### config.mk
export PLATFORM = sky130hd
export DESIGN_NAME = abx_core
export DESIGN_NICKNAME = d
export VERILOG_FILES = /design/src/include/abx_pkg.sv /design/src/include/abx_dec_if.sv /design/src/hdl/abx_qphase.sv /design/src/hdl/abx_decode.sv /design/src/hdl/abx_core.sv
export VERILOG_INCLUDE_DIRS = /design/src /design/src/include
export SDC_FILE = /design/constraint.sdc
export NUM_CORES = 1
export LEC_CHECK = 0
export BUFFER_PORTS_ARGS = -buffer_cell sky130_fd_sc_hd__buf_2
export CORE_ASPECT_RATIO = 1.25
export CORE_UTILIZATION = 57
export CTS_BUF_LIST = sky130_fd_sc_hd__clkbuf_8
export DETAILED_ROUTE_END_ITERATION = 8
export PLACE_DENSITY_LB_ADDON = 0.3
export SLEW_MARGIN = 20
export SYNTH_ARGS = -nofsm -noshare
export SYNTH_HDL_FRONTEND = slang
export SYNTH_HIERARCHICAL = 1
export SYNTH_SLANG_ARGS = --single-unit
### constraint.sdc
create_clock -name CLOCK -period 3.4 [get_ports CLOCK]
set_input_delay 0.34 -clock CLOCK [delete_from_list [all_inputs] [get_ports CLOCK]]
set_output_delay 0.34 -clock CLOCK [all_outputs]
set_load 0.1 [all_outputs]
### src/include/abx_map.svh
/*
 Offsets, field positions, reset values and encodings of the
 instruction slice and its register slave.
 Assumes inclusion by bare name from the design and verification files.
*/
// Behaviour
// - Upper six bits 000101 decode as AND-with-file; bit9 dest, bit8 access, low byte address.
// - AND W with the file register; dest 0 writes W, dest 1 writes the file.
// - Access bit 0 resolves the address in the access bank, ignoring the bank select.
// - Access bit 1 forms the data address from bank select and the 8-bit address.
// - AND-with-file updates only negative and zero flags from its result.
// - Bit clear and the three branches leave every flag unchanged.
// - Upper byte 11100010 decodes as branch on carry set, low byte signed offset.
// - Branch on carry set is taken only when carry is 1.
// - Taken branch loads counter plus twice the sign-extended offset, range -128 to 127.
// - Taken branch takes two cycles, the second flushing the prefetch; untaken takes one.
// - Upper nibble 1001 decodes as bit clear; bits 11..9 bit number, clears only it.
// - Upper byte 11100110 is branch on negative, taken only when negative is 1.
// - Upper byte 11100011 is branch on carry clear, taken only when carry is 0.
// - Branch base counter already points past the branch word.
`ifndef ABX_MAP_SVH
`define ABX_MAP_SVH

// ----------------------------
// Widths
// ----------------------------
`define ABX_AXI_AW 8
`define ABX_PROG_W 21
`define ABX_DATA_AW 12
`define ABX_PROG_STEP 21'h000002

// ----------------------------
// Register offsets
// ----------------------------
`define ABX_ADR_CTRL 8'h00
`define ABX_ADR_WREG 8'h04
`define ABX_ADR_FLAGS 8'h08
`define ABX_ADR_BANK 8'h0C
`define ABX_ADR_PROG 8'h10
`define ABX_ADR_STAT 8'h14

// ----------------------------
// Fields and reset values
// ----------------------------
`define ABX_CTRL_RUN 0
`define ABX_FLG_C 0
`define ABX_FLG_DC 1
`define ABX_FLG_Z 2
`define ABX_FLG_OV 3
`define ABX_FLG_N 4
`define ABX_RST_WREG 8'h00
`define ABX_RST_FLAGS 5'h00
`define ABX_RST_BANK 4'h0
`define ABX_RST_PROG 21'h000000
`define ABX_RESP_OKAY 2'h0
`define ABX_RESP_SLVERR 2'h2

// ----------------------------
// Access bank split and encodings
// ----------------------------
`define ABX_ACC_SPLIT 8'h80
`define ABX_ACC_HI_BANK 4'hF
`define ABX_ACC_LO_BANK 4'h0
`define ABX_OPC_AND_WORK_FILE 6'h05
`define ABX_OPC_CLR_FILE_BIT 4'h9
`define ABX_OPC_BR_CARRY_SET 8'hE2
`define ABX_OPC_BR_NEG_SET 8'hE6
`define ABX_OPC_BR_CARRY_CLR 8'hE3

`endif

### src/include/abx_pkg.sv
/*
 Types shared by the instruction slice: operations and quarter phases.
 Assumes nothing beyond a SystemVerilog compiler.
*/
package abx_pkg;

   // Decoded operation
   typedef enum logic [2:0] {
      OP_NONE = 3'h0,
      OP_AND_WORK_FILE = 3'h1,
      OP_CLR_FILE_BIT = 3'h2,
      OP_BR_CARRY_SET = 3'h3,
      OP_BR_NEG_SET = 3'h4,
      OP_BR_CARRY_CLR = 3'h5
   } abx_op_e;

   // Quarter phases, Gray ordered
   typedef enum logic [1:0] {
      PH_Q1 = 2'h0,
      PH_Q2 = 2'h1,
      PH_Q3 = 2'h3,
      PH_Q4 = 2'h2
   } abx_phase_e;

endpackage

### src/include/abx_dec_if.sv
/*
 Carrier between the core and its instruction decoder.
 Assumes the core drives the word and the decoder the fields.
*/
interface abx_dec_if;
   import abx_pkg::*;

   logic [15:0] word;
   abx_op_e op;
   logic [7:0] fadr;
   logic to_file;
   logic use_bank;
   logic [2:0] bitn;
   logic [7:0] offs;

   modport dec (input word, output op, fadr, to_file, use_bank, bitn, offs);
   modport core (output word, input op, fadr, to_file, use_bank, bitn, offs);
endinterface

### src/hdl/abx_qphase.sv
/*
 Quarter-phase sequencer: one phase per enabled clock.
 Assumes en comes from logic on the same clock.
*/
module abx_qphase
   import abx_pkg::*;
(
   input wire logic clk,
   input wire logic rst_n,
   input wire logic en,
   output abx_phase_e phase
);

   abx_phase_e phase_q;

   // ----------------------------
   // Phase advance
   // ----------------------------
   // Walks Q1..Q4 while enabled, holds otherwise
   always_ff @(posedge clk or negedge rst_n) begin
      if (!rst_n) begin
         phase_q <= PH_Q1;
      end else if (en) begin
         case (phase_q)
            PH_Q1: phase_q <= PH_Q2;
            PH_Q2: phase_q <= PH_Q3;
            PH_Q3: phase_q <= PH_Q4;
            PH_Q4: phase_q <= PH_Q1;
            default: phase_q <= PH_Q1;
         endcase
      end
   end

   assign phase = phase_q;

endmodule // abx_qphase

### src/hdl/abx_decode.sv
/*
 Instruction decoder for AND-with-file, bit clear and relative branches.
 Assumes a 16-bit instruction word stable through the cycle.
*/
`include "abx_map.svh"

module abx_decode
   import abx_pkg::*;
(
   abx_dec_if.dec dif
);

   // ----------------------------
   // Field split and opcode match
   // ----------------------------
   // Unknown words decode as no operation
   always_comb begin
      dif.fadr = dif.word[7:0];
      dif.to_file = dif.word[9];
      dif.use_bank = dif.word[8];
      dif.bitn = dif.word[11:9];
      dif.offs = dif.word[7:0];
      dif.op = OP_NONE;
      if (dif.word[15:10] == `ABX_OPC_AND_WORK_FILE) begin
         dif.op = OP_AND_WORK_FILE;
      end else if (dif.word[15:12] == `ABX_OPC_CLR_FILE_BIT) begin
         dif.op = OP_CLR_FILE_BIT;
      end else begin
         case (dif.word[15:8])
            `ABX_OPC_BR_CARRY_SET: dif.op = OP_BR_CARRY_SET;
            `ABX_OPC_BR_NEG_SET: dif.op = OP_BR_NEG_SET;
            `ABX_OPC_BR_CARRY_CLR: dif.op = OP_BR_CARRY_CLR;
            default: dif.op = OP_NONE;
         endcase
      end
   end

endmodule // abx_decode

### src/hdl/abx_core.sv
/*
 Instruction slice: fetch, quarter-phase sequencing and execution of
 AND-with-file, bit clear and three relative branches, with an
 AXI4-Lite register slave for run control and architectural state.
 Assumes program and data memories on CLOCK with combinational read.
*/
`include "abx_map.svh"

module abx_core
   import abx_pkg::*;
(
   input wire logic CLOCK,
   input wire logic RST_N,
   input wire logic [`ABX_AXI_AW-1:0] S_AXI_AWADDR,
   input wire logic S_AXI_AWVALID,
   output logic S_AXI_AWREADY,
   input wire logic [31:0] S_AXI_WDATA,
   input wire logic [3:0] S_AXI_WSTRB,
   input wire logic S_AXI_WVALID,
   output logic S_AXI_WREADY,
   output logic [1:0] S_AXI_BRESP,
   output logic S_AXI_BVALID,
   input wire logic S_AXI_BREADY,
   input wire logic [`ABX_AXI_AW-1:0] S_AXI_ARADDR,
   input wire logic S_AXI_ARVALID,
   output logic S_AXI_ARREADY,
   output logic [31:0] S_AXI_RDATA,
   output logic [1:0] S_AXI_RRESP,
   output logic S_AXI_RVALID,
   input wire logic S_AXI_RREADY,
   output logic [`ABX_PROG_W-1:0] PROG_ADDR,
   input wire logic [15:0] PROG_DATA,
   output logic [`ABX_DATA_AW-1:0] DATA_ADDR,
   output logic [7:0] DATA_WDATA,
   output logic DATA_WE,
   input wire logic [7:0] DATA_RDATA
);

   // ----------------------------
   // Declarations
   // ----------------------------
   logic awready_q;
   logic wready_q;
   logic bvalid_q;
   logic [1:0] bresp_q;
   logic arready_q;
   logic rvalid_q;
   logic [1:0] rresp_q;
   logic [31:0] rdata_q;
   logic aw_held_q;
   logic w_held_q;
   logic [`ABX_AXI_AW-1:0] aw_addr_q;
   logic [31:0] w_data_q;
   logic [3:0] w_strb_q;
   logic wr_fire;
   logic wr_map;
   logic run_q;
   logic [7:0] w_q;
   logic [4:0] flg_q;
   logic [3:0] bank_q;
   logic [`ABX_PROG_W-1:0] pc_q;
   logic [15:0] ir_q;
   logic flush_q;
   logic taken_q;
   logic [`ABX_DATA_AW-1:0] dm_addr_q;
   logic [7:0] opnd_q;
   logic [7:0] res_q;
   logic dm_we_q;
   logic res_w_q;
   logic res_nz_q;
   logic take_q;
   logic [7:0] x_res;
   logic x_file;
   logic x_w;
   logic x_nz;
   logic x_take;
   logic [`ABX_PROG_W-1:0] br_tgt;
   logic q1;
   logic q2;
   logic q3;
   logic q4;
   abx_phase_e phase;

   abx_dec_if dif ();

   // ----------------------------
   // Submodules
   // ----------------------------
   abx_qphase u_phase (
      .clk(CLOCK),
      .rst_n(RST_N),
      .en(run_q),
      .phase(phase)
   );

   abx_decode u_decode (
      .dif(dif)
   );

   assign dif.word = ir_q;

   // Phase strobes, only while running
   assign q1 = run_q && (phase == PH_Q1);
   assign q2 = run_q && (phase == PH_Q2);
   assign q3 = run_q && (phase == PH_Q3);
   assign q4 = run_q && (phase == PH_Q4);

   // ----------------------------
   // AXI write channel
   // ----------------------------
   assign wr_fire = aw_held_q && w_held_q && !bvalid_q;

   // Decode of writable offsets
   always_comb begin
      case (aw_addr_q)
         `ABX_ADR_CTRL, `ABX_ADR_WREG, `ABX_ADR_FLAGS: wr_map = 1'b1;
         `ABX_ADR_BANK, `ABX_ADR_PROG, `ABX_ADR_STAT: wr_map = 1'b1;
         default: wr_map = 1'b0;
      endcase
   end

   // Address and data taken in either order, answer after both
   always_ff @(posedge CLOCK or negedge RST_N) begin
      if (!RST_N) begin
         awready_q <= 1'b1;
         wready_q <= 1'b1;
         aw_held_q <= 1'b0;
         w_held_q <= 1'b0;
         aw_addr_q <= 8'h00;
         w_data_q <= 32'h00000000;
         w_strb_q <= 4'h0;
         bvalid_q <= 1'b0;
         bresp_q <= `ABX_RESP_OKAY;
      end else begin
         if (S_AXI_AWVALID && awready_q) begin
            aw_addr_q <= S_AXI_AWADDR;
            aw_held_q <= 1'b1;
            awready_q <= 1'b0;
         end
         if (S_AXI_WVALID && wready_q) begin
            w_data_q <= S_AXI_WDATA;
            w_strb_q <= S_AXI_WSTRB;
            w_held_q <= 1'b1;
            wready_q <= 1'b0;
         end
         if (wr_fire) begin
            bvalid_q <= 1'b1;
            bresp_q <= wr_map ? `ABX_RESP_OKAY : `ABX_RESP_SLVERR;
            aw_held_q <= 1'b0;
            w_held_q <= 1'b0;
         end
         if (bvalid_q && S_AXI_BREADY) begin
            bvalid_q <= 1'b0;
            awready_q <= 1'b1;
            wready_q <= 1'b1;
         end
      end
   end

   // ----------------------------
   // AXI read channel
   // ----------------------------
   // One read at a time, data one cycle after the address
   always_ff @(posedge CLOCK or negedge RST_N) begin
      if (!RST_N) begin
         arready_q <= 1'b1;
         rvalid_q <= 1'b0;
         rresp_q <= `ABX_RESP_OKAY;
         rdata_q <= 32'h00000000;
      end else if (S_AXI_ARVALID && arready_q) begin
         arready_q <= 1'b0;
         rvalid_q <= 1'b1;
         rresp_q <= `ABX_RESP_OKAY;
         case (S_AXI_ARADDR)
            `ABX_ADR_CTRL: rdata_q <= {31'h00000000, run_q};
            `ABX_ADR_WREG: rdata_q <= {24'h000000, w_q};
            `ABX_ADR_FLAGS: rdata_q <= {27'h0000000, flg_q};
            `ABX_ADR_BANK: rdata_q <= {28'h0000000, bank_q};
            `ABX_ADR_PROG: rdata_q <= {11'h000, pc_q};
            `ABX_ADR_STAT: rdata_q <= {27'h0000000, taken_q, flush_q, phase, run_q};
            default: begin
               rdata_q <= 32'h00000000;
               rresp_q <= `ABX_RESP_SLVERR;
            end
         endcase
      end else if (rvalid_q && S_AXI_RREADY) begin
         rvalid_q <= 1'b0;
         arready_q <= 1'b1;
      end
   end

   // ----------------------------
   // Control and bank select
   // ----------------------------
   always_ff @(posedge CLOCK or negedge RST_N) begin
      if (!RST_N) begin
         run_q <= 1'b0;
         bank_q <= `ABX_RST_BANK;
      end else if (wr_fire && w_strb_q[0]) begin
         if (aw_addr_q == `ABX_ADR_CTRL) begin
            run_q <= w_data_q[`ABX_CTRL_RUN];
         end
         if (aw_addr_q == `ABX_ADR_BANK) begin
            bank_q <= w_data_q[3:0];
         end
      end
   end

   // ----------------------------
   // Execute: compute step
   // ----------------------------
   // Result, destination and branch decision; flushed cycle does nothing
   always_comb begin
      x_res = 8'h00;
      x_file = 1'b0;
      x_w = 1'b0;
      x_nz = 1'b0;
      x_take = 1'b0;
      if (!flush_q) begin
         case (dif.op)
            OP_AND_WORK_FILE: begin
               x_res = w_q & opnd_q;
               x_file = dif.to_file;
               x_w = !dif.to_file;
               x_nz = 1'b1;
            end
            OP_CLR_FILE_BIT: begin
               x_res = opnd_q & ~(8'h01 << dif.bitn);
               x_file = 1'b1;
            end
            OP_BR_CARRY_SET: x_take = flg_q[`ABX_FLG_C];
            OP_BR_NEG_SET: x_take = flg_q[`ABX_FLG_N];
            OP_BR_CARRY_CLR: x_take = !flg_q[`ABX_FLG_C];
            default: x_take = 1'b0;
         endcase
      end
   end

   // Target from the already advanced counter
   assign br_tgt = pc_q + {{(`ABX_PROG_W-9){dif.offs[7]}}, dif.offs, 1'b0};

   // ----------------------------
   // Execute: quarter-phase pipeline
   // ----------------------------
   // Q1 address, Q2 read, Q3 compute, write strobe during Q4
   always_ff @(posedge CLOCK or negedge RST_N) begin
      if (!RST_N) begin
         dm_addr_q <= 12'h000;
         opnd_q <= 8'h00;
         res_q <= 8'h00;
         res_w_q <= 1'b0;
         res_nz_q <= 1'b0;
         take_q <= 1'b0;
         dm_we_q <= 1'b0;
      end else begin
         dm_we_q <= q3 && x_file;
         if (q1) begin
            if (dif.use_bank) begin
               dm_addr_q <= {bank_q, dif.fadr};
            end else if (dif.fadr >= `ABX_ACC_SPLIT) begin
               dm_addr_q <= {`ABX_ACC_HI_BANK, dif.fadr};
            end else begin
               dm_addr_q <= {`ABX_ACC_LO_BANK, dif.fadr};
            end
         end
         if (q2) begin
            opnd_q <= DATA_RDATA;
         end
         if (q3) begin
            res_q <= x_res;
            res_w_q <= x_w;
            res_nz_q <= x_nz;
            take_q <= x_take;
         end
      end
   end

   // ----------------------------
   // Working register and flags
   // ----------------------------
   // Core write in Q4 wins over a software write
   always_ff @(posedge CLOCK or negedge RST_N) begin
      if (!RST_N) begin
         w_q <= `ABX_RST_WREG;
         flg_q <= `ABX_RST_FLAGS;
      end else begin
         if (wr_fire && w_strb_q[0] && aw_addr_q == `ABX_ADR_WREG) begin
            w_q <= w_data_q[7:0];
         end
         if (wr_fire && w_strb_q[0] && aw_addr_q == `ABX_ADR_FLAGS) begin
            flg_q <= w_data_q[4:0];
         end
         if (q4 && res_w_q) begin
            w_q <= res_q;
         end
         if (q4 && res_nz_q) begin
            flg_q[`ABX_FLG_N] <= res_q[7];
            flg_q[`ABX_FLG_Z] <= (res_q == 8'h00);
         end
      end
   end

   // ----------------------------
   // Program counter and fetch
   // ----------------------------
   // Taken branch loads target and turns the next cycle into a flush
   always_ff @(posedge CLOCK or negedge RST_N) begin
      if (!RST_N) begin
         pc_q <= `ABX_RST_PROG;
         ir_q <= 16'h0000;
         flush_q <= 1'b1;
         taken_q <= 1'b0;
      end else if (q4) begin
         if (take_q) begin
            pc_q <= br_tgt;
            flush_q <= 1'b1;
            taken_q <= 1'b1;
         end else begin
            ir_q <= PROG_DATA;
            pc_q <= pc_q + `ABX_PROG_STEP;
            flush_q <= 1'b0;
            taken_q <= 1'b0;
         end
      end else if (wr_fire && aw_addr_q == `ABX_ADR_PROG) begin
         if (w_strb_q[0]) begin
            pc_q[7:0] <= w_data_q[7:0];
         end
         if (w_strb_q[1]) begin
            pc_q[15:8] <= w_data_q[15:8];
         end
         if (w_strb_q[2]) begin
            pc_q[20:16] <= w_data_q[20:16];
         end
         flush_q <= 1'b1;
      end
   end

   // ----------------------------
   // Outputs
   // ----------------------------
   assign S_AXI_AWREADY = awready_q;
   assign S_AXI_WREADY = wready_q;
   assign S_AXI_BVALID = bvalid_q;
   assign S_AXI_BRESP = bresp_q;
   assign S_AXI_ARREADY = arready_q;
   assign S_AXI_RVALID = rvalid_q;
   assign S_AXI_RRESP = rresp_q;
   assign S_AXI_RDATA = rdata_q;
   assign PROG_ADDR = pc_q;
   assign DATA_ADDR = dm_addr_q;
   assign DATA_WDATA = res_q;
   assign DATA_WE = dm_we_q;

endmodule // abx_core

==> metrics.txt, run 1 <==
status=complete, no violations; reg2reg path depth=11; Final Critical Period=3.041 ns; hold path startpoint=S_AXI_ARVALID; IO buf count=140; top cells by area, synth=dfrtp_1, mux2_2, mux2i_1; sequential fraction of the synthesis area=between 40% and 50%; syn_area_per_cell=between 10 and 15 sq um; top-count cell post-synth=dfrtp_1; Register Area=around 3800 sq um; Compound-Gate Fraction of Synth Area=a little over an eighth; Commonest cells post-synth=dfrtp_1, mux2_2, nand2_1, nor2_1, a21oi_1; maximum vdd ir drop=just under 0.7 mV; GR peak layer=met2; vias in the first global route=~6.2k; xor/xnor share of the synthesized area=less than 1%; layout cells sized above 1=roughly 33%; GR Util All Layers=28.81%; largest family of logic cells by synthesized area=multiplexers; max-slew violations=0; Yosys top cell area share=roughly half; largest net degree at the start of global routing=83; first-pass GRT wire length=31,260 um; Antenna Violating Nets Remaining=0; Cell variety after synth=70; ys async rst share=between 90% and 100%; Initial Util=between 50% and 60%; Die Area=13,990 sq um; CP Cell Sequence=nand2b_1, ha_1, inv_1, fa_1, nand2b_1, a21oi_1, o21ai_1, a21o_1, a41oi_1, a21boi_0, o21ba_2; ys flop type=dfrtp_1; Buf+Inv Stages, Crit Path=1; Worst setup SP type=register; I/O pins=roughly 170; Core Region=around 13,000 sq um; via/cell ratio=slightly below 6; Synth Area in Simple Gates=13.95%; GP Congestion=a little under 0.9; Final Cycle Share=89.45%; antenna violations before repair=1; die width=roughly 110 um; clock network power share=a little over a quarter; CTS buffer count=17; switching power=roughly 0.0018 W; Routed wire per std cell=18.87 um; DRT Pass-1 Iters=4; drt initial violations=between 300 and 400; Crit Path Max Fanout=6; Die Y=around 130 um; most frequent cell on the critical path=nand2b_1; CTS max path bufs=2; Min-Delay Path Class=primary input to register; Static Leak=approximately 4.5 nW; final setup fails=0; reg2reg start=take_q; Layout fillers=around 1.0k; Worst Setup SP=take_q; clk_lat worst skew=between 0.4 and 0.5 ns; Logic pwr share=between 20 and 25%; #FFs+latches synth=roughly 150; met1 usage=32.71%; Post-synth EDFFs=0; GR Layer Usage met2=between 50% and 60%; nets@finish=920; total vias in the final route=slightly above 6k; hold depth=2; Internal Dissipation=around 0.0032 W; largest area contributor in the netlist=dfrtp_1; clk slew on worst S/H paths=roughly 0.080 ns; post-cts resize count=0; H-Tree Depth=4; Crit Path Class=register to register; RSZ-0062 raised after global routing=false; CP max stage delay=between 0.4 and 0.5 ns; CP Capture Type=register; adder-cell share of the synthesized area=1.396%; warnings from Yosys=6; Crit path required time=approximately 3.7 ns; reg-to-reg setup timing slack=around 0.36 ns; Remaining DRCs=0; CP max-delay cell=dfrtp_1; r2r endpoint=PROG_ADDR[19]; Fin. Hold Viols=0; M3 GR Usage=about 6.0%; fmax=approximately 330 MHz; sequential power share=between 40% and 50%; Worst EP arrival=3.39 ns; Overflow after GRT=0; CTS tree=yes; final WL=roughly 19,000 um; critical path's top delay family=compound AO/OA/AOI/OAI gates; switch share=a little over a third; mux cell area share after synthesis=about 15%; multi-input gate area in the final layout=3468 sq um; FP Rows=47; area grow syn2layout=13.95%; Hold EP=S_AXI_ARREADY; total clock sinks=153; Relative slew margins=36.79%; maxcap violations=0; Layout Skew=0.008799 ns; power per cell area=between 500 and 600 nW/um^2; Post-Synthesis Cells=714; Tightest Pin Transition=around 0.95 ns; Fin Setup TNS=0 ns; Final HPWL DP=14,140 um; min setup slack post-route=roughly 0.36 ns; Post-Synthesis Cell Area=between 7000 and 8000 sq um; worst slack at placement=~0.40 ns; clock root cell=clkbuf_8
==> repair_timing <==
| action | 4_1_cts | 5_1_grt |
|---|---|---|
| setup buffers | 0 | 0 |
| hold buffers | 1 | 0 |
| hold endpoints to repair | 76 | 0 |
==> final cells by class <==
class | instances | share of cell area [%]
Multi-Input combinational cell | 486 | 39.50
Tap cell | 171 | 2.437
Clock buffer | 22 | 3.448
Clock inverter | 10 | 0.9119
Inverter | 20 | 0.8549
Sequential cell | 153 | 43.66
Antenna cell | 1 | 0.02850
Timing Repair Buffer | 151 | 9.162
==> sequential cells by signal (all words and copies together) (netlist names), 2 cells and up <==
register       cells
DATA_WDATA         8
w_strb_q           3
S_AXI_RDATA       21
opnd_q             8
DATA_ADDR         12
w_data_q          21
bank_q             4
flg_q              5
aw_addr_q          8
u_phase/phase      2
dif.word          16
w_q                8
PROG_ADDR         21
==> power groups by stage <==
stage	combinational, W	clock [W]	sequential [W]
global placement	0.00120	0	0.00248
global route	0.00130	0.00141	0.00252
detailed placement	0.00124	0	0.00250
finish	0.00123	0.00131	0.00248
floorplan	0.000549	0	0.00286
CTS	0.00124	0.00134	0.00247
==> how the worst max path moves through the flow <==
| stage | to | depth (start not counted) |
|---|---|---|
| 5_1_grt | PROG_ADDR[19] | 11 |
| 2_1_floorplan | PROG_ADDR[19] | 10 |
| 3_3_place_gp | PROG_ADDR[19] | 11 |
| 3_5_place_dp | PROG_ADDR[19] | 11 |
| 4_1_cts | PROG_ADDR[19] | 11 |
| 6_report | PROG_ADDR[19] | 11 |
==> through the flow <==
step                      utilization [%]  hold slack [ns]  total power (W)  cells  cell area (sq um)
after global placement              63.36           0.4138         0.003685    980               8383
final                               66.36          0.04175         0.005029   1014               8781
after detailed placement            63.36           0.4309         0.003739    980               8383
after floorplan                         -          0.04441         0.003407    726               7751
after global routing                66.36          0.02500         0.005233   1014               8781
after CTS                           66.33          0.02379         0.005050   1013               8776
==> layout by cell type (no fill, tap or decap), types with 8 or more instances in the layout <==
master	instances
mux2i_1	30
mux2_2	75
inv_1	24
o21ai_0	28
nor3_1	15
nor2_1	46
dfrtp_1	149
and2_1	9
o22ai_1	8
nand3_1	17
buf_4	9
a21oi_1	37
conb_1	13
a22o_1	13
buf_2	139
nand2_1	53
clkbuf_8	22
==> layer usage <==
layer	part of all wire (%)	wire, um
met5	0	0
met3	4.6	877
met2	54	10280
met1	38	7333
met4	3.4	643
==> cell families after synthesis <==
kind of cell,count (synthesis)
xor gates and xnor gates,6
and+or+nand+nor,204
buffers and inverters,87
other,1
DFF,153
AOI/OAI and AO/OA,149
muxes,106
adders and majority gates,8
No activity file was read; power rests on OpenSTA's default activity.
==> run 2: changes to the inputs <==
RECOVER_POWER = 100   (was unset)
==> metrics.txt, run 2 (synthesis results as in run 1) <==
status=finished with violations; failing checks=capacitance limit, slew limit; worst slack at placement=0.4038 ns; min setup slack post-route=between 0.2 and 0.3 ns; clk_lat worst skew=around 0.46 ns; Min-Delay Path Class=primary input to register; Core Region=around 13,000 sq um; Placed Instances=980; Worst EP arrival=between 3 and 4 ns; Antenna Violating Nets Remaining=0; Final Critical Period=3.101 ns; Worst setup SP type=register; antenna violations before repair=1; Tightest Pin Transition=about 2 ns; Final Cycle Share=roughly 91%; nets@finish=a little over 900; Relative slew margins=-35.69%; layout cells sized above 1=between 20 and 25%; hold depth=2; max-slew violations=82; H-Tree Depth=4; final WL=roughly 19,000 um; Fin Setup TNS=0 ns; reg2reg path depth=5; CTS max path bufs=2; Post-CTS Setup Inserts=0; Worst Setup SP=run_q; Crit Path Class=register to register; commonest non-fill, non-tap cell in the layout=dfrtp_1; Remaining DRCs=0; RSZ-0062 raised after global routing=false; clk slew on worst S/H paths=roughly 0.080 ns; Hold EP=S_AXI_ARREADY; Finished Cell Area=around 8600 sq um; maximum vdd ir drop=just under 0.7 mV; final setup fails=0; power per cell area=577.3 nW/um^2; vias in the first global route=about 6.2k; CTS tree=yes; IO buf count=140; Crit Path Max Fanout=19; total vias in the final route=between 6k and 7k; CTS buffer count=17; maxcap violations=1; Static Leak=4.137 nW; Final Util=between 60 and 70%; Die Area=between 10,000 and 15,000 sq um; GP Congestion=between 0.8 and 0.9; die width=~110 um; Layout Skew=~0.0091 ns; Initial Util=58.24%; reg-to-reg setup timing slack=~0.3 ns; CP Capture Type=register; Fin. Hold Viols=0; area grow syn2layout=11.89%; via/cell ratio=between 5 and 6; Die Y=between 100 and 150 um; Crit path required time=3.74 ns; hold path startpoint=S_AXI_ARVALID; Overflow after GRT=0; I/O pins=between 150 and 200; Routed wire per std cell=18.87 um; first-pass GRT wire length=31,260 um; total clock sinks=approximately 150; fmax=approximately 320 MHz; Post-Layout Cell Count=roughly 1.0k; clock root cell=clkbuf_8; drt initial violations=slightly below 300; FP Rows=between 40 and 50; most frequent cells in the layout=dfrtp_1, mux2_2, clkbuf_1, buf_2, nand2_1; r2r endpoint=dif.word[11]; reg2reg start=run_q; DRT Pass-1 Iters=5; Placement Cell Area=between 8000 and 9000 sq um; GR Util All Layers=28.81%; largest net degree at the start of global routing=83; Final HPWL DP=~14,000 um
## run 2: timing repair
item                      in CTS  in global routing
hold endpoints to repair      76                  0
hold buffers                   1                  0
gates resized for setup        0                  0
## run 2: where the power goes
group	switching (W)	internal (W)	leakage, nW
Combinational	0.000847	0.000350	1.90
Sequential	0.000330	0.00214	2.02
Clock	0.000645	0.000665	0.210
## run 2: area by class of cell
cell class / count / area [sq um]
fillers: 1104 / 4609
repair buffers: 151 / 693.2
flip-flops and latches: 153 / 3834
clock buffers: 22 / 302.8
multi-input cells: 486 / 3421
well taps: 171 / 214.0
inverters: 20 / 75.07
clock inverters: 10 / 80.08
diodes: 1 / 2.502
## run 2: metrics by stage
| stage | hold WS, ns | power [W] |
|---|---|---|
| after floorplan | 0.04441 | 0.003407 |
| after global placement | 0.4138 | 0.003685 |
| after detailed placement | 0.4309 | 0.003739 |
| after CTS | 0.02379 | 0.005050 |
| after global routing | 0.03067 | 0.005190 |
| final | 0.05063 | 0.004977 |
## run 2: per-layer routing
metal | routed length [um] | track usage (%)
met1 | 7290 | 32.71
met2 | 10350 | 51.02
met3 | 879 | 5.981
met4 | 611 | 14.43
met5 | 0 | 0
## run 2: critical path, stage by stage (launching register included)
cell and delay, ns:
dfrtp_1 0.55, nand2_1 0.11, or2_0 0.68, nor2_1 0.72, clkbuf_1 0.52, mux2_2 0.40
## run 2: worst max path at each step
stage | depth (start not counted) | endpoint | slack, ns
after floorplan | 10 | PROG_ADDR[19] | 0.25
after global placement | 11 | PROG_ADDR[19] | 0.55
after detailed placement | 11 | PROG_ADDR[19] | 0.40
after CTS | 11 | PROG_ADDR[19] | 0.38
after global routing | 11 | PROG_ADDR[19] | 0.12
final | 5 | dif.word[11] | 0.30
==> run 3: changes to the inputs <==
clock period = 2.9 ns   (was 3.4 ns; I/O delays follow)
==> metrics.txt, run 3 (synthesis results as in run 1) <==
drt initial violations=between 300 and 400; CTS tree=yes; fmax=368.3 MHz; CP max-delay cell=o32ai_1; n_diodes=0; Overflow after GRT=0; final setup fails=0; Fin. Hold Viols=0; GR Util All Layers=28.60%; Crit Path Class=register to register; reg-to-reg setup timing slack=around 0.19 ns; worst slack at placement=about 0.21 ns; clk_lat worst skew=around 0.46 ns; critical path's top delay family=compound AO/OA/AOI/OAI gates; total vias in the final route=6,036; switch share=between 30% and 40%; reg2reg start=take_q; Static Leak=between 4 and 5 nW; Relative slew margins=-33.25%; Worst Setup SP=take_q; clock root cell=clkbuf_8; r2r endpoint=PROG_ADDR[20]; failing checks=capacitance limit, slew limit; hold path startpoint=S_AXI_RREADY; Core Region=13,230 sq um; most frequent cell on the critical path=o21a_1; Initial Util=roughly three fifths; nets@finish=~930; via/cell ratio=a little under 6; most frequent cells in the layout=dfrtp_1, clkbuf_1, mux2_2, buf_2, nand2_1; clk slew on worst S/H paths=around 0.09 ns; antenna violations before repair=0; maxcap violations=2; maximum vdd ir drop=1.103 mV; Post-CTS Setup Inserts=0; FP Rows=47; Crit path required time=between 3 and 4 ns; CTS max path bufs=2; Worst setup SP type=register; min setup slack post-route=0.1851 ns; power per cell area=just under 700 nW/um^2; Hold EP=S_AXI_RVALID; Min-Delay Path Class=primary input to register; Layout Skew=~0.0091 ns; CP Capture Type=register; Crit Path Max Fanout=10; max-slew violations=105; CP Cell Sequence=buf_4, nand2_1, inv_1, ha_1, a211oi_1, o21a_1, o21ai_1, o32ai_1, o21a_1, o221a_2; vias in the first global route=6,240; Worst EP arrival=slightly above 3 ns; Final Critical Period=approximately 2.7 ns; Placement Cell Area=around 8500 sq um; switching power=0.002206 W; Final HPWL DP=roughly 14,000 um; layout cells sized above 1=between 20% and 30%; die width=between 100 and 150 um; CTS buffer count=17; I/O pins=around 170; sequential power share=roughly half; largest net degree at the start of global routing=80; Tightest Pin Transition=roughly 2 ns; RSZ-0062 raised after global routing=false; post-cts resize count=0; Hold Buf Count CTS=4; Routed wire per std cell=~18 um; clock network power share=28.1%; hold depth=2; status=finished with violations; IO buf count=140; commonest non-fill, non-tap cell in the layout=dfrtp_1; area grow syn2layout=13.77%; final WL=about 19,000 um; Finished Cell Area=around 8800 sq um; Die Y=132 um; DRT Pass-1 Iters=5; GP Congestion=0.9461; Buf+Inv Stages, Crit Path=2; total clock sinks=about 150; Antenna Violating Nets Remaining=0; CP max stage delay=approximately 0.45 ns; Logic pwr share=about a quarter; reg2reg path depth=10; H-Tree Depth=4; Final Cycle Share=a little over nine tenths; Die Area=about 14,000 sq um; Fin Setup TNS=0 ns; Internal Dissipation=between 0.003 and 0.004 W; first-pass GRT wire length=just over 30,000 um; Remaining DRCs=0
## run 3: cell type report
cell class | count | area, sq um
clock buffer | 18 | 247.7
clock inverter | 14 | 170.2
fill | 1072 | 4464
inverter | 20 | 75.07
multi-input combinational | 486 | 3445
sequential | 153 | 3836
tap | 171 | 214.0
timing repair buffer | 164 | 779.5
## run 3: stage by stage
step	power, W	util [%]	hold WS (ns)	cells
3_3_place_gp	0.004336	63.94	0.3562	990
5_1_grt	0.006261	66.26	0.02717	1026
2_1_floorplan	0.003995	-	-0.005591	726
4_1_cts	0.006093	67.40	0.004594	1026
6_report	0.006009	66.26	0.04046	1026
3_5_place_dp	0.004395	63.94	0.3692	990
## run 3: per-layer routing
layer	part of all wire, %	vias to the layer above	global-route usage, %
li1	-	2811	-
met1	38	2977	32.31
met2	53	198	50.87
met3	4.3	50	5.635
met4	4.0	0	14.66
met5	0	-	0
## run 3: worst max path at each step
stage | end | slack [ns] | cells after the start
6_report | PROG_ADDR[20] | 0.19 | 10
2_1_floorplan | PROG_ADDR[19] | 0.06 | 10
5_1_grt | PROG_ADDR[10] | 0.02 | 11
3_5_place_dp | PROG_ADDR[19] | 0.21 | 11
4_1_cts | PROG_ADDR[19] | 0.19 | 11
3_3_place_gp | PROG_ADDR[19] | 0.27 | 11
## run 3: power by group through the flow
stage	Sequential [W]	Combinational, W	Clock, W
2_1_floorplan	0.00335	0.000644	0
3_3_place_gp	0.00291	0.00142	0
4_1_cts	0.00290	0.00147	0.00173
3_5_place_dp	0.00293	0.00146	0
5_1_grt	0.00295	0.00151	0.00181
6_report	0.00290	0.00142	0.00169
